File: src/pkg/cam_pkg.sv
// Package: addressing mode codes, prefix values and decoder state types
package cam_pkg;

	// ----------------------------------------
	// Prefix bytes and address constants
	// ----------------------------------------
	localparam logic [7:0]  SECOND_INDEX_PREFIX          = 8'h90;
	localparam logic [7:0]  INDIRECT_SECOND_INDEX_PREFIX = 8'h91;
	localparam logic [7:0]  INDIRECT_PREFIX              = 8'h92;
	localparam logic [7:0]  NO_PREFIX                    = 8'h00;
	localparam logic [7:0]  PAGE_ZERO_HI                 = 8'h00;
	localparam logic [15:0] REL_FWD_MAX                  = 16'h007F;
	localparam logic [15:0] REL_BACK_MIN                 = 16'hFF80;
	localparam logic [15:0] SHORT_IDX_MAX                = 16'h01FE;
	localparam logic [2:0]  OPCODE_LEN                   = 3'h1;

	// ----------------------------------------
	// Addressing modes (seventeen, seven families)
	// ----------------------------------------
	typedef enum logic [4:0] {
		CAM_INH, CAM_IMM,
		CAM_DIR_S, CAM_DIR_L,
		CAM_IDX_0, CAM_IDX_S, CAM_IDX_L,
		CAM_IND_S, CAM_IND_L, CAM_IIX_S, CAM_IIX_L,
		CAM_REL_D, CAM_REL_I,
		CAM_BIT_D, CAM_BIT_I, CAM_BTJ_D, CAM_BTJ_I
	} cam_mode_t;

	typedef enum logic [1:0] {
		CAM_IDLE, CAM_OPND, CAM_PTR, CAM_CALC
	} cam_state_t;

	typedef struct packed {
		cam_state_t  st;
		cam_mode_t   mode;
		logic        pfx;
		logic [7:0]  idx;
		logic [15:0] pc;
		logic [15:0] npc;
		logic [1:0]  cnt;
		logic [1:0]  nop;
		logic [7:0]  op0;
		logic [7:0]  op1;
		logic [7:0]  p0;
		logic [7:0]  p1;
		logic        req;
		logic [15:0] raddr;
		logic [2:0]  len;
		logic [15:0] ea;
		logic [15:0] tgt;
		logic [7:0]  opnd;
		logic        ill;
		logic        done;
	} cam_dec_t;

	typedef struct packed {
		logic        busy;
		logic [15:0] addr;
		logic [7:0]  data;
		logic        done;
	} cam_rd_t;

endpackage

File: src/pkg/cam_rd_if.sv
// Interface: byte read requests from the decoder to the bus reader
`timescale 1ns/1ns
`default_nettype none
interface cam_rd_if;
	logic        req;
	logic [15:0] addr;
	logic [7:0]  data;
	logic        done;
	modport client (output req, output addr, input data, input done);
	modport server (input req, input addr, output data, output done);
endinterface
`default_nettype wire

File: src/hdl/cam_fetch.sv
// Single byte reader on the core bus
`timescale 1ns/1ns
`default_nettype none
module cam_fetch
(
	// Clock and reset
	input  wire logic   clk,
	input  wire logic   srst,
	// Decoder side
	cam_rd_if.server    rd,
	// Core bus
	output logic        mem_rd,
	output logic [15:0] mem_addr,
	input  wire logic [7:0] mem_rdata,
	input  wire logic   mem_ack
);
	import cam_pkg::*;

	cam_rd_t cur_reg;
	cam_rd_t cur_next;

	always_comb
	begin
		cur_next      = cur_reg;
		cur_next.done = 1'b0;
		if (cur_reg.busy && mem_ack)
		begin
			cur_next.busy = 1'b0;
			cur_next.data = mem_rdata;
			cur_next.done = 1'b1;
		end
		else if (!cur_reg.busy && rd.req)
		begin
			cur_next.busy = 1'b1;
			cur_next.addr = rd.addr;
		end
	end

	always_ff @(posedge clk)
	begin
		if (srst)
			cur_reg <= '0;
		else
			cur_reg <= cur_next;
	end

	assign mem_rd   = cur_reg.busy;
	assign mem_addr = cur_reg.addr;
	assign rd.data  = cur_reg.data;
	assign rd.done  = cur_reg.done;
endmodule // cam_fetch
`default_nettype wire

File: src/hdl/cam_decode.sv
// Operand addressing decoder: length and effective address per mode
// Functional notes
// - Seventeen addressing modes in seven families are decoded.
// - Long forms reach all 64 Kbyte; long direct and long indexed cost one extra byte.
// - Short direct and indirect forms stay in page zero, 0000h to 00FFh.
// - Read-modify-write operations are accepted only in short forms.
// - Inherent instructions are exactly one byte.
// - Immediate is two bytes; second byte is the operand.
// - Short direct byte is the operand address, 00 to FF.
// - Long direct two bytes form the word address.
// - Indexed address is unsigned sum of index and offset.
// - No-offset indexed uses the index alone, no extra byte.
// - Second index register form costs one more byte.
// - Short indexed byte offset plus index reaches up to 1FE.
// - Long indexed adds a two-byte word offset to the index.
// - Indirect byte is a page-zero pointer address, pointer fetched.
// - Short indirect pointer is one byte, operand within 00 to FF.
// - Long indirect pointers are words; pointer address stays a byte.
// - Indirect indexed address is index plus fetched pointer.
// - Short indirect indexed byte pointer plus index reaches 1FE.
// - Relative targets lie within next PC minus 128 to plus 127.
// - Relative adds a signed byte offset, direct or fetched.
// - Prefix bytes select second index, indirect, or both.
`timescale 1ns/1ns
`default_nettype none
module cam_decode
(
	// Clock and reset
	input  wire logic               clk,
	input  wire logic               srst,
	// Decode request
	input  wire logic               start,
	input  wire cam_pkg::cam_mode_t base_mode,
	input  wire logic [7:0]         prefix,
	input  wire logic               rmw,
	input  wire logic [15:0]        pc,
	input  wire logic [7:0]         idx_x,
	input  wire logic [7:0]         idx_y,
	// Decode result
	output logic                    busy,
	output logic                    done,
	output logic                    illegal,
	output logic [2:0]              length,
	output logic [15:0]             eff_addr,
	output logic [15:0]             branch_target,
	output logic [7:0]              operand,
	// Core bus
	output logic                    mem_rd,
	output logic [15:0]             mem_addr,
	input  wire logic [7:0]         mem_rdata,
	input  wire logic               mem_ack
);
	import cam_pkg::*;

	// ----------------------------------------
	// Mode tables
	// ----------------------------------------
	function automatic logic [1:0] follow_bytes(input cam_mode_t m);
		unique case (m)
			CAM_INH, CAM_IDX_0:                         return 2'h0;
			CAM_DIR_L, CAM_IDX_L, CAM_BTJ_D, CAM_BTJ_I: return 2'h2;
			default:                                    return 2'h1;
		endcase
	endfunction

	function automatic logic is_ptr(input cam_mode_t m);
		return m inside {CAM_IND_S, CAM_IND_L, CAM_IIX_S, CAM_IIX_L,
			CAM_REL_I, CAM_BIT_I, CAM_BTJ_I};
	endfunction

	function automatic logic is_long(input cam_mode_t m);
		return m inside {CAM_DIR_L, CAM_IDX_L, CAM_IND_L, CAM_IIX_L};
	endfunction

	function automatic logic [15:0] rel(input logic [15:0] npc, input logic [7:0] off);
		return npc + {{8{off[7]}}, off};
	endfunction

	// Direct form to its indirect counterpart
	function automatic cam_mode_t to_ind(input cam_mode_t m);
		unique case (m)
			CAM_DIR_S: return CAM_IND_S;
			CAM_DIR_L: return CAM_IND_L;
			CAM_IDX_S: return CAM_IIX_S;
			CAM_IDX_L: return CAM_IIX_L;
			CAM_REL_D: return CAM_REL_I;
			CAM_BIT_D: return CAM_BIT_I;
			CAM_BTJ_D: return CAM_BTJ_I;
			default:   return m;
		endcase
	endfunction

	// ----------------------------------------
	// Request decode
	// ----------------------------------------
	cam_rd_if rd ();
	cam_dec_t cur_reg;
	cam_dec_t cur_next;
	cam_mode_t eff_mode;
	logic      use_y;
	logic      bad;

	always_comb
	begin
		eff_mode = base_mode;
		use_y    = 1'b0;
		bad      = 1'b0;
		unique case (prefix)
			NO_PREFIX: ;
			SECOND_INDEX_PREFIX:
			begin
				use_y = 1'b1;
				bad   = base_mode inside {CAM_REL_D, CAM_BIT_D, CAM_BTJ_D};
			end
			INDIRECT_PREFIX:
			begin
				eff_mode = to_ind(base_mode);
				bad      = (to_ind(base_mode) == base_mode);
			end
			INDIRECT_SECOND_INDEX_PREFIX:
			begin
				use_y    = 1'b1;
				eff_mode = to_ind(base_mode);
				bad      = !(base_mode inside {CAM_IDX_S, CAM_IDX_L});
			end
			default: bad = 1'b1;
		endcase
		// Read-modify-write operations only in short forms
		if (rmw && is_long(eff_mode))
			bad = 1'b1;
	end

	// ----------------------------------------
	// Sequencer
	// ----------------------------------------
	logic [7:0] a0;
	logic [7:0] a1;
	logic [7:0] q0;

	always_comb
	begin
		cur_next      = cur_reg;
		cur_next.req  = 1'b0;
		cur_next.done = 1'b0;
		a0 = cur_reg.op0;
		a1 = cur_reg.op1;
		q0 = cur_reg.p0;
		unique case (cur_reg.st)
			CAM_IDLE:
			begin
				if (start)
				begin
					cur_next.mode = eff_mode;
					cur_next.pfx  = (prefix != NO_PREFIX);
					cur_next.idx  = use_y ? idx_y : idx_x;
					cur_next.pc   = pc;
					cur_next.nop  = follow_bytes(eff_mode);
					cur_next.cnt  = 2'h0;
					// Prefix byte counts toward length
					cur_next.len  = OPCODE_LEN + {1'b0, follow_bytes(eff_mode)}
						+ {2'h0, prefix != NO_PREFIX};
					cur_next.npc  = pc + {14'h0, follow_bytes(eff_mode)} + 16'h0001;
					cur_next.ill  = bad;
					if (bad)
						cur_next.done = 1'b1;
					else if (follow_bytes(eff_mode) == 2'h0)
						cur_next.st = CAM_CALC;
					else
					begin
						cur_next.st    = CAM_OPND;
						cur_next.req   = 1'b1;
						cur_next.raddr = pc + 16'h0001;
					end
				end
			end
			CAM_OPND:
			begin
				if (rd.done)
				begin
					if (cur_reg.cnt == 2'h0)
						cur_next.op0 = rd.data;
					else
						cur_next.op1 = rd.data;
					cur_next.cnt = cur_reg.cnt + 2'h1;
					if (cur_reg.cnt + 2'h1 < cur_reg.nop)
					begin
						cur_next.req   = 1'b1;
						cur_next.raddr = cur_reg.pc + 16'h0002;
					end
					else if (is_ptr(cur_reg.mode))
					begin
						// Pointer always lives in page zero
						cur_next.st    = CAM_PTR;
						cur_next.cnt   = 2'h0;
						cur_next.req   = 1'b1;
						cur_next.raddr = {PAGE_ZERO_HI,
							(cur_reg.cnt == 2'h0) ? rd.data : cur_reg.op0};
					end
					else
						cur_next.st = CAM_CALC;
				end
			end
			CAM_PTR:
			begin
				if (rd.done)
				begin
					if (cur_reg.cnt == 2'h0)
						cur_next.p0 = rd.data;
					else
						cur_next.p1 = rd.data;
					cur_next.cnt = cur_reg.cnt + 2'h1;
					// Word pointer, high byte first; stays in page zero
					if (cur_reg.cnt == 2'h0 && cur_reg.mode inside {CAM_IND_L, CAM_IIX_L})
					begin
						cur_next.req   = 1'b1;
						cur_next.raddr = {PAGE_ZERO_HI, cur_reg.op0 + 8'h01};
					end
					else
						cur_next.st = CAM_CALC;
				end
			end
			CAM_CALC:
			begin
				cur_next.st   = CAM_IDLE;
				cur_next.done = 1'b1;
				cur_next.tgt  = cur_reg.npc;
				cur_next.opnd = a0;
				unique case (cur_reg.mode)
					CAM_INH:   cur_next.ea = cur_reg.pc;
					CAM_IMM:   cur_next.ea = cur_reg.pc + 16'h0001;
					CAM_DIR_S, CAM_BIT_D: cur_next.ea = {PAGE_ZERO_HI, a0};
					CAM_DIR_L: cur_next.ea = {a0, a1};
					CAM_IDX_0: cur_next.ea = {PAGE_ZERO_HI, cur_reg.idx};
					CAM_IDX_S: cur_next.ea = {8'h00, a0} + {8'h00, cur_reg.idx};
					CAM_IDX_L: cur_next.ea = {a0, a1} + {8'h00, cur_reg.idx};
					CAM_IND_S, CAM_BIT_I: cur_next.ea = {PAGE_ZERO_HI, q0};
					CAM_IND_L: cur_next.ea = {q0, cur_reg.p1};
					CAM_IIX_S: cur_next.ea = {8'h00, q0} + {8'h00, cur_reg.idx};
					CAM_IIX_L: cur_next.ea = {q0, cur_reg.p1} + {8'h00, cur_reg.idx};
					CAM_REL_D:
					begin
						cur_next.ea  = cur_reg.pc + 16'h0001;
						cur_next.tgt = rel(cur_reg.npc, a0);
					end
					CAM_REL_I:
					begin
						cur_next.ea  = {PAGE_ZERO_HI, a0};
						cur_next.tgt = rel(cur_reg.npc, q0);
					end
					CAM_BTJ_D:
					begin
						cur_next.ea  = {PAGE_ZERO_HI, a0};
						cur_next.tgt = rel(cur_reg.npc, a1);
					end
					CAM_BTJ_I:
					begin
						cur_next.ea  = {PAGE_ZERO_HI, q0};
						cur_next.tgt = rel(cur_reg.npc, a1);
					end
				endcase
			end
		endcase
	end

	always_ff @(posedge clk)
	begin
		if (srst)
			cur_reg <= '0;
		else
			cur_reg <= cur_next;
	end

	// ----------------------------------------
	// Bus reader and outputs
	// ----------------------------------------
	assign rd.req  = cur_reg.req;
	assign rd.addr = cur_reg.raddr;

	cam_fetch u_cam_fetch
	(
		.clk       (clk),
		.srst      (srst),
		.rd        (rd),
		.mem_rd    (mem_rd),
		.mem_addr  (mem_addr),
		.mem_rdata (mem_rdata),
		.mem_ack   (mem_ack)
	);

	assign busy          = (cur_reg.st != CAM_IDLE);
	assign done          = cur_reg.done;
	assign illegal       = cur_reg.ill;
	assign length        = cur_reg.len;
	assign eff_addr      = cur_reg.ea;
	assign branch_target = cur_reg.tgt;
	assign operand       = cur_reg.opnd;

	logic [15:0] rel_d;
	assign rel_d = cur_reg.tgt - cur_reg.npc;
endmodule // cam_decode
`default_nettype wire

File: config.mk
export PLATFORM = sky130hd
export DESIGN_NAME = cam_decode
export DESIGN_NICKNAME = d
export VERILOG_FILES = /design/src/pkg/cam_pkg.sv /design/src/pkg/cam_rd_if.sv /design/src/hdl/cam_fetch.sv /design/src/hdl/cam_decode.sv
export SDC_FILE = /design/constraint.sdc
export NUM_CORES = 1
export LEC_CHECK = 0
export BUFFER_PORTS_ARGS = -buffer_cell sky130_fd_sc_hd__buf_2
export CORE_AREA = 5 5 146 148
export CTS_CLUSTER_DIAMETER = 30
export DETAILED_ROUTE_END_ITERATION = 6
export DIE_AREA = 0 0 151 153
export PLACE_DENSITY = 0.91
export SLEW_MARGIN = 10
export SYNTH_ARGS = -nofsm -noshare
export SYNTH_HDL_FRONTEND = slang
export SYNTH_HIERARCHICAL = 1
export SYNTH_SLANG_ARGS = --single-unit
File: constraint.sdc
create_clock -name clk -period 5.1 [get_ports clk]
set_input_delay 1.02 -clock clk [delete_from_list [all_inputs] [get_ports clk]]
set_output_delay 1.02 -clock clk [all_outputs]
set_load 0.1 [all_outputs]
==> qor.csv <==
stage,metric,value,unit
timing,final clock skew,16.6,ps
setup_path,Critical Path Start Type,flop,
cells_and_area,n_diodes,0,
placed_design,Area after DPL,12000,um2
timing,min Tclk post-route,4530,ps
die,Core ar.,19900,um2
cells_and_area,"most common cell after layout, fill and taps aside",nand2_1,
power,Sw Ratio,31.7,%
global_routing,first-pass GRT wire length,57400,um
timing,Max Slew Vio Count,0,
timing,final setup TNS,0,ps
yosys,post-synthesis simple-gate area fraction,21.3,%
drt,WL met2,16000,um
clock_network,clk buf depth,2,
clock_network,clk root buf,clkbuf_16,
setup_path,most frequent CP cell,a21oi_1,
drt,Max Used Layer,met4,
worst_hold_path,hold depth,2,
setup_path,"Arr. time, crit path",4890,ps
placed_design,Post-DP HPWL,26700,um
cells_and_area,Layout Nets,1562,
yosys,Compound-Gate Fraction of Synth Area,23.7,%
yosys,mean area per synthesized cell,8.09,um2
clock_network,Worst-Skew Late Latency,450,ps
power,Sw Pwr,1.01,mW
placed_design,GPL Wtd Cong,1.04,
drt,routed wire length,37000,um
cells_and_area,fin area,12500,um2
setup_path,crit-path max FO,13,
yosys,largest family of logic cells by synthesized area,compound AO/OA/AOI/OAI gates,
clock_network,clk slew on worst S/H paths,70,ps
drt,DR iter-0 viols,1396,
power,Internal Power,2.17,mW
yosys,fraction of registers with async set/reset,0,%
power,Worst VDD drop,0.234,mV
global_routing,GRT Residual Overflow,0,
global_routing,pin count of the biggest net entering global routing,98,
yosys,Main synth FF type,dfxtp_1,
setup_path,"Critical Path, Cell by Cell",and2b_2 -> nand2_2 -> nor2_1 -> nor2_2 -> a21oi_1 -> inv_1 -> ha_1 -> a21o_1 -> a21o_1 -> a41oi_2 -> a21oi_1 -> a211o_1 -> a21oi_1 -> xnor2_1 -> or3_1 -> a311oi_1,
yosys,Post-Syn Instances,1445,
timing,worst slew pin tran,1030,ps
placed_design,Cells after DPL,1705,
yosys,Synth Area in Adders,5.61,%
yosys,XOR/XNOR Fraction of Synth Area,6.45,%
power,sequential share of power,44.9,%
global_routing,initial antenna violation count,0,
setup_path,FF-to-FF Start,cur_reg[143]$_SDFFE_PP0P_,
yosys,number of library cell types mapped by synthesis,100,
yosys,warning count from the yosys run,6,
drt,drt wl/cell,21.3,um
clock_network,Post CTS Setup Buffer Count,0,
flow_run,MaxCap Viol Count,0,
clock_network,hold_buf cts,0,
setup_path,crit path launch,cur_reg[143]$_SDFFE_PP0P_,
timing,Hold Fails Final Rpt,0,
setup_path,r2r worst-path depth,16,
setup_path,r2r endpoint,branch_target[15]$_SDFFE_PP0P_,
yosys,Post-Syn Nets,1553,
drt,DRC violations left,6,
drt,DRT met1 WL,14500,um
die,DIE AREA,23100,um2
power,pwr dens,253,nW/um2
die,Initial Util,58.7,%
drt,drt via density,6.45,
clock_network,Max H-tree Level,4,
yosys,area of the mapped netlist,11700,um2
yosys,number of synthesized flops with an enable pin,0,
drt,vias,11200,
yosys,sequential share of the synthesized area,29.3,%
cells_and_area,most frequent cells in the layout,"nand2_1, dfxtp_1, nor2_1",
yosys,post-synthesis mux area share,5.45,%
global_routing,vias in the first global route,10700,
timing,Worst slew margin,31.3,%
setup_path,CP required,5460,ps
cells_and_area,Area Overhead vs Synth,7.40,%
power,combinational share of power,13.4,%
clock_network,CTS Sinks,171,
setup_path,crit-path max cell delay,540,ps
die,number of core rows,52,
timing,setup violators final,0,
worst_hold_path,WHS Endpoint,length[1]$_SDFFE_PP0P_,
cells_and_area,final std cells w/o fill,1737,
setup_path,"setup slack, reg-to-reg",570,ps
outcome,failing checks,DRC,
drt,TritonRoute pass-1 iters,7,
yosys,"FF+latch count, synth",171,
setup_path,crit end category,flop,
setup_path,Setup Crit Path Kind,flop to flop,
placed_design,Port-buffer cells,120,
clock_network,# resized after CTS,0,
drt,routed length on met3,4440,um
die,chip width,151,um
cells_and_area,max reg flops,59,
drt,Routed Antenna Nets,0,
power,leakage power,4.91,nW
clock_network,CTS tree,built,
clock_network,cts bufs inserted,17,
global_routing,Tot GR Track Use,31.3,%
power,clock power share,41.7,%
die,I/O pin total,121,
setup_path,CP max stage cell,nor2_1,
timing,f_max,221,MHz
worst_hold_path,hold path startpoint,length[1]$_SDFFE_PP0P_,
die,Die H,153,um
timing,post-route clock period utilization,88.9,%
cells_and_area,layout cells sized above 1,17.2,%
worst_hold_path,hold crit path type,flop to flop,
outcome,outcome,"finished, violations left",
timing,RSZ-0062 raised after global routing,no,
[final cells by class]
type / instances / area, um2
clock inverter: 15 / 170
tap: 270 / 338
sequential: 171 / 3420
fill: 1704 / 7360
timing repair buffer: 138 / 751
inverter: 32 / 120
multi-input combinational: 1094 / 7320
clock buffer: 17 / 425
[critical path, delay by kind of cell, from the launching register on]
| family | cells | cell delay (ps) |
|---|---|---|
| AOI/OAI and AO/OA | 8 | 1770 |
| xor gates and xnor gates | 1 | 90 |
| adders and majority gates | 1 | 400 |
| buffers and inverters | 1 | 220 |
| DFF | 1 | 460 |
| and+or+nand+nor | 5 | 1490 |
[worst max-delay path by stage]
stage | cells after the start | to
2_1_floorplan | 17 | cur_reg[111]$_SDFFE_PP0P_
4_1_cts | 16 | branch_target[15]$_SDFFE_PP0P_
6_report | 16 | branch_target[15]$_SDFFE_PP0P_
3_5_place_dp | 16 | cur_reg[113]$_SDFFE_PP0P_
5_1_grt | 16 | branch_target[15]$_SDFFE_PP0P_
3_3_place_gp | 16 | cur_reg[111]$_SDFFE_PP0P_
[Yosys cell counts, types with 7 or more instances]
cell type	number	area, um2
xor2_1	41	359
a222oi_1	9	90.1
buf_1	9	33.8
nand3_1	58	290
xnor2_1	45	394
a22oi_1	17	128
nand2b_1	25	156
buf_2	11	55.1
nor2_1	131	492
o21ai_2	11	96.3
a311oi_1	13	114
o2bb2ai_2	10	150
inv_1	31	116
mux2i_1	42	420
buf_4	46	345
or3_1	9	56.3
a21bo_2	7	70.1
a211oi_1	40	300
mux2_2	18	203
nand2_1	178	668
o211ai_1	14	105
dfxtp_1	171	3420
ha_1	46	576
a21o_1	14	105
and3_1	10	62.6
and2_1	8	50.1
a31oi_1	11	68.8
nand4_1	10	62.6
o21ai_0	37	185
o2bb2ai_1	7	61.3
o21ai_1	15	75.1
nor2b_1	8	50.1
a21oi_1	110	551
clkbuf_1	72	270
a221oi_1	11	96.3
nor3_1	23	115
nand4bb_1	16	180
[power groups by stage]
stage / clock (mW) / sequential [mW] / combinational (mW)
finish: 1.32 / 1.42 / 0.426
global route: 1.38 / 1.43 / 0.456
CTS: 1.32 / 1.42 / 0.414
detailed placement: 0 / 1.45 / 0.408
global placement: 0 / 1.45 / 0.403
floorplan: 0 / 1.42 / 0.305
[cells by family (layout without fill, tap and decap cells)]
| logic type | after synthesis | count (layout) |
|---|---|---|
| compound gates | 385 | 385 |
| buf+inv | 180 | 202 |
| flops | 171 | 171 |
| fa+ha+maj | 50 | 50 |
| simple gates | 512 | 512 |
| xor+xnor | 86 | 86 |
| mux | 61 | 61 |
[stage by stage]
step           power (mW)  worst slack (ps)  util (%)  hold slack [ps]
3_5_place_dp         1.86               576      60.0              448
6_report             3.17               568      63.0              457
3_3_place_gp         1.85               828      60.0              445
5_1_grt              3.27               306      63.0              488
2_1_floorplan        1.73              1100         -              433
4_1_cts              3.16               628      63.0              458
[routing by layer]
metal,vias up,GRT usage [%]
li1,5151,-
met1,5146,40.4
met2,722,47.7
met3,185,9.39
met4,0,15.2
met5,-,0
No activity file was read; power rests on OpenSTA's default activity.
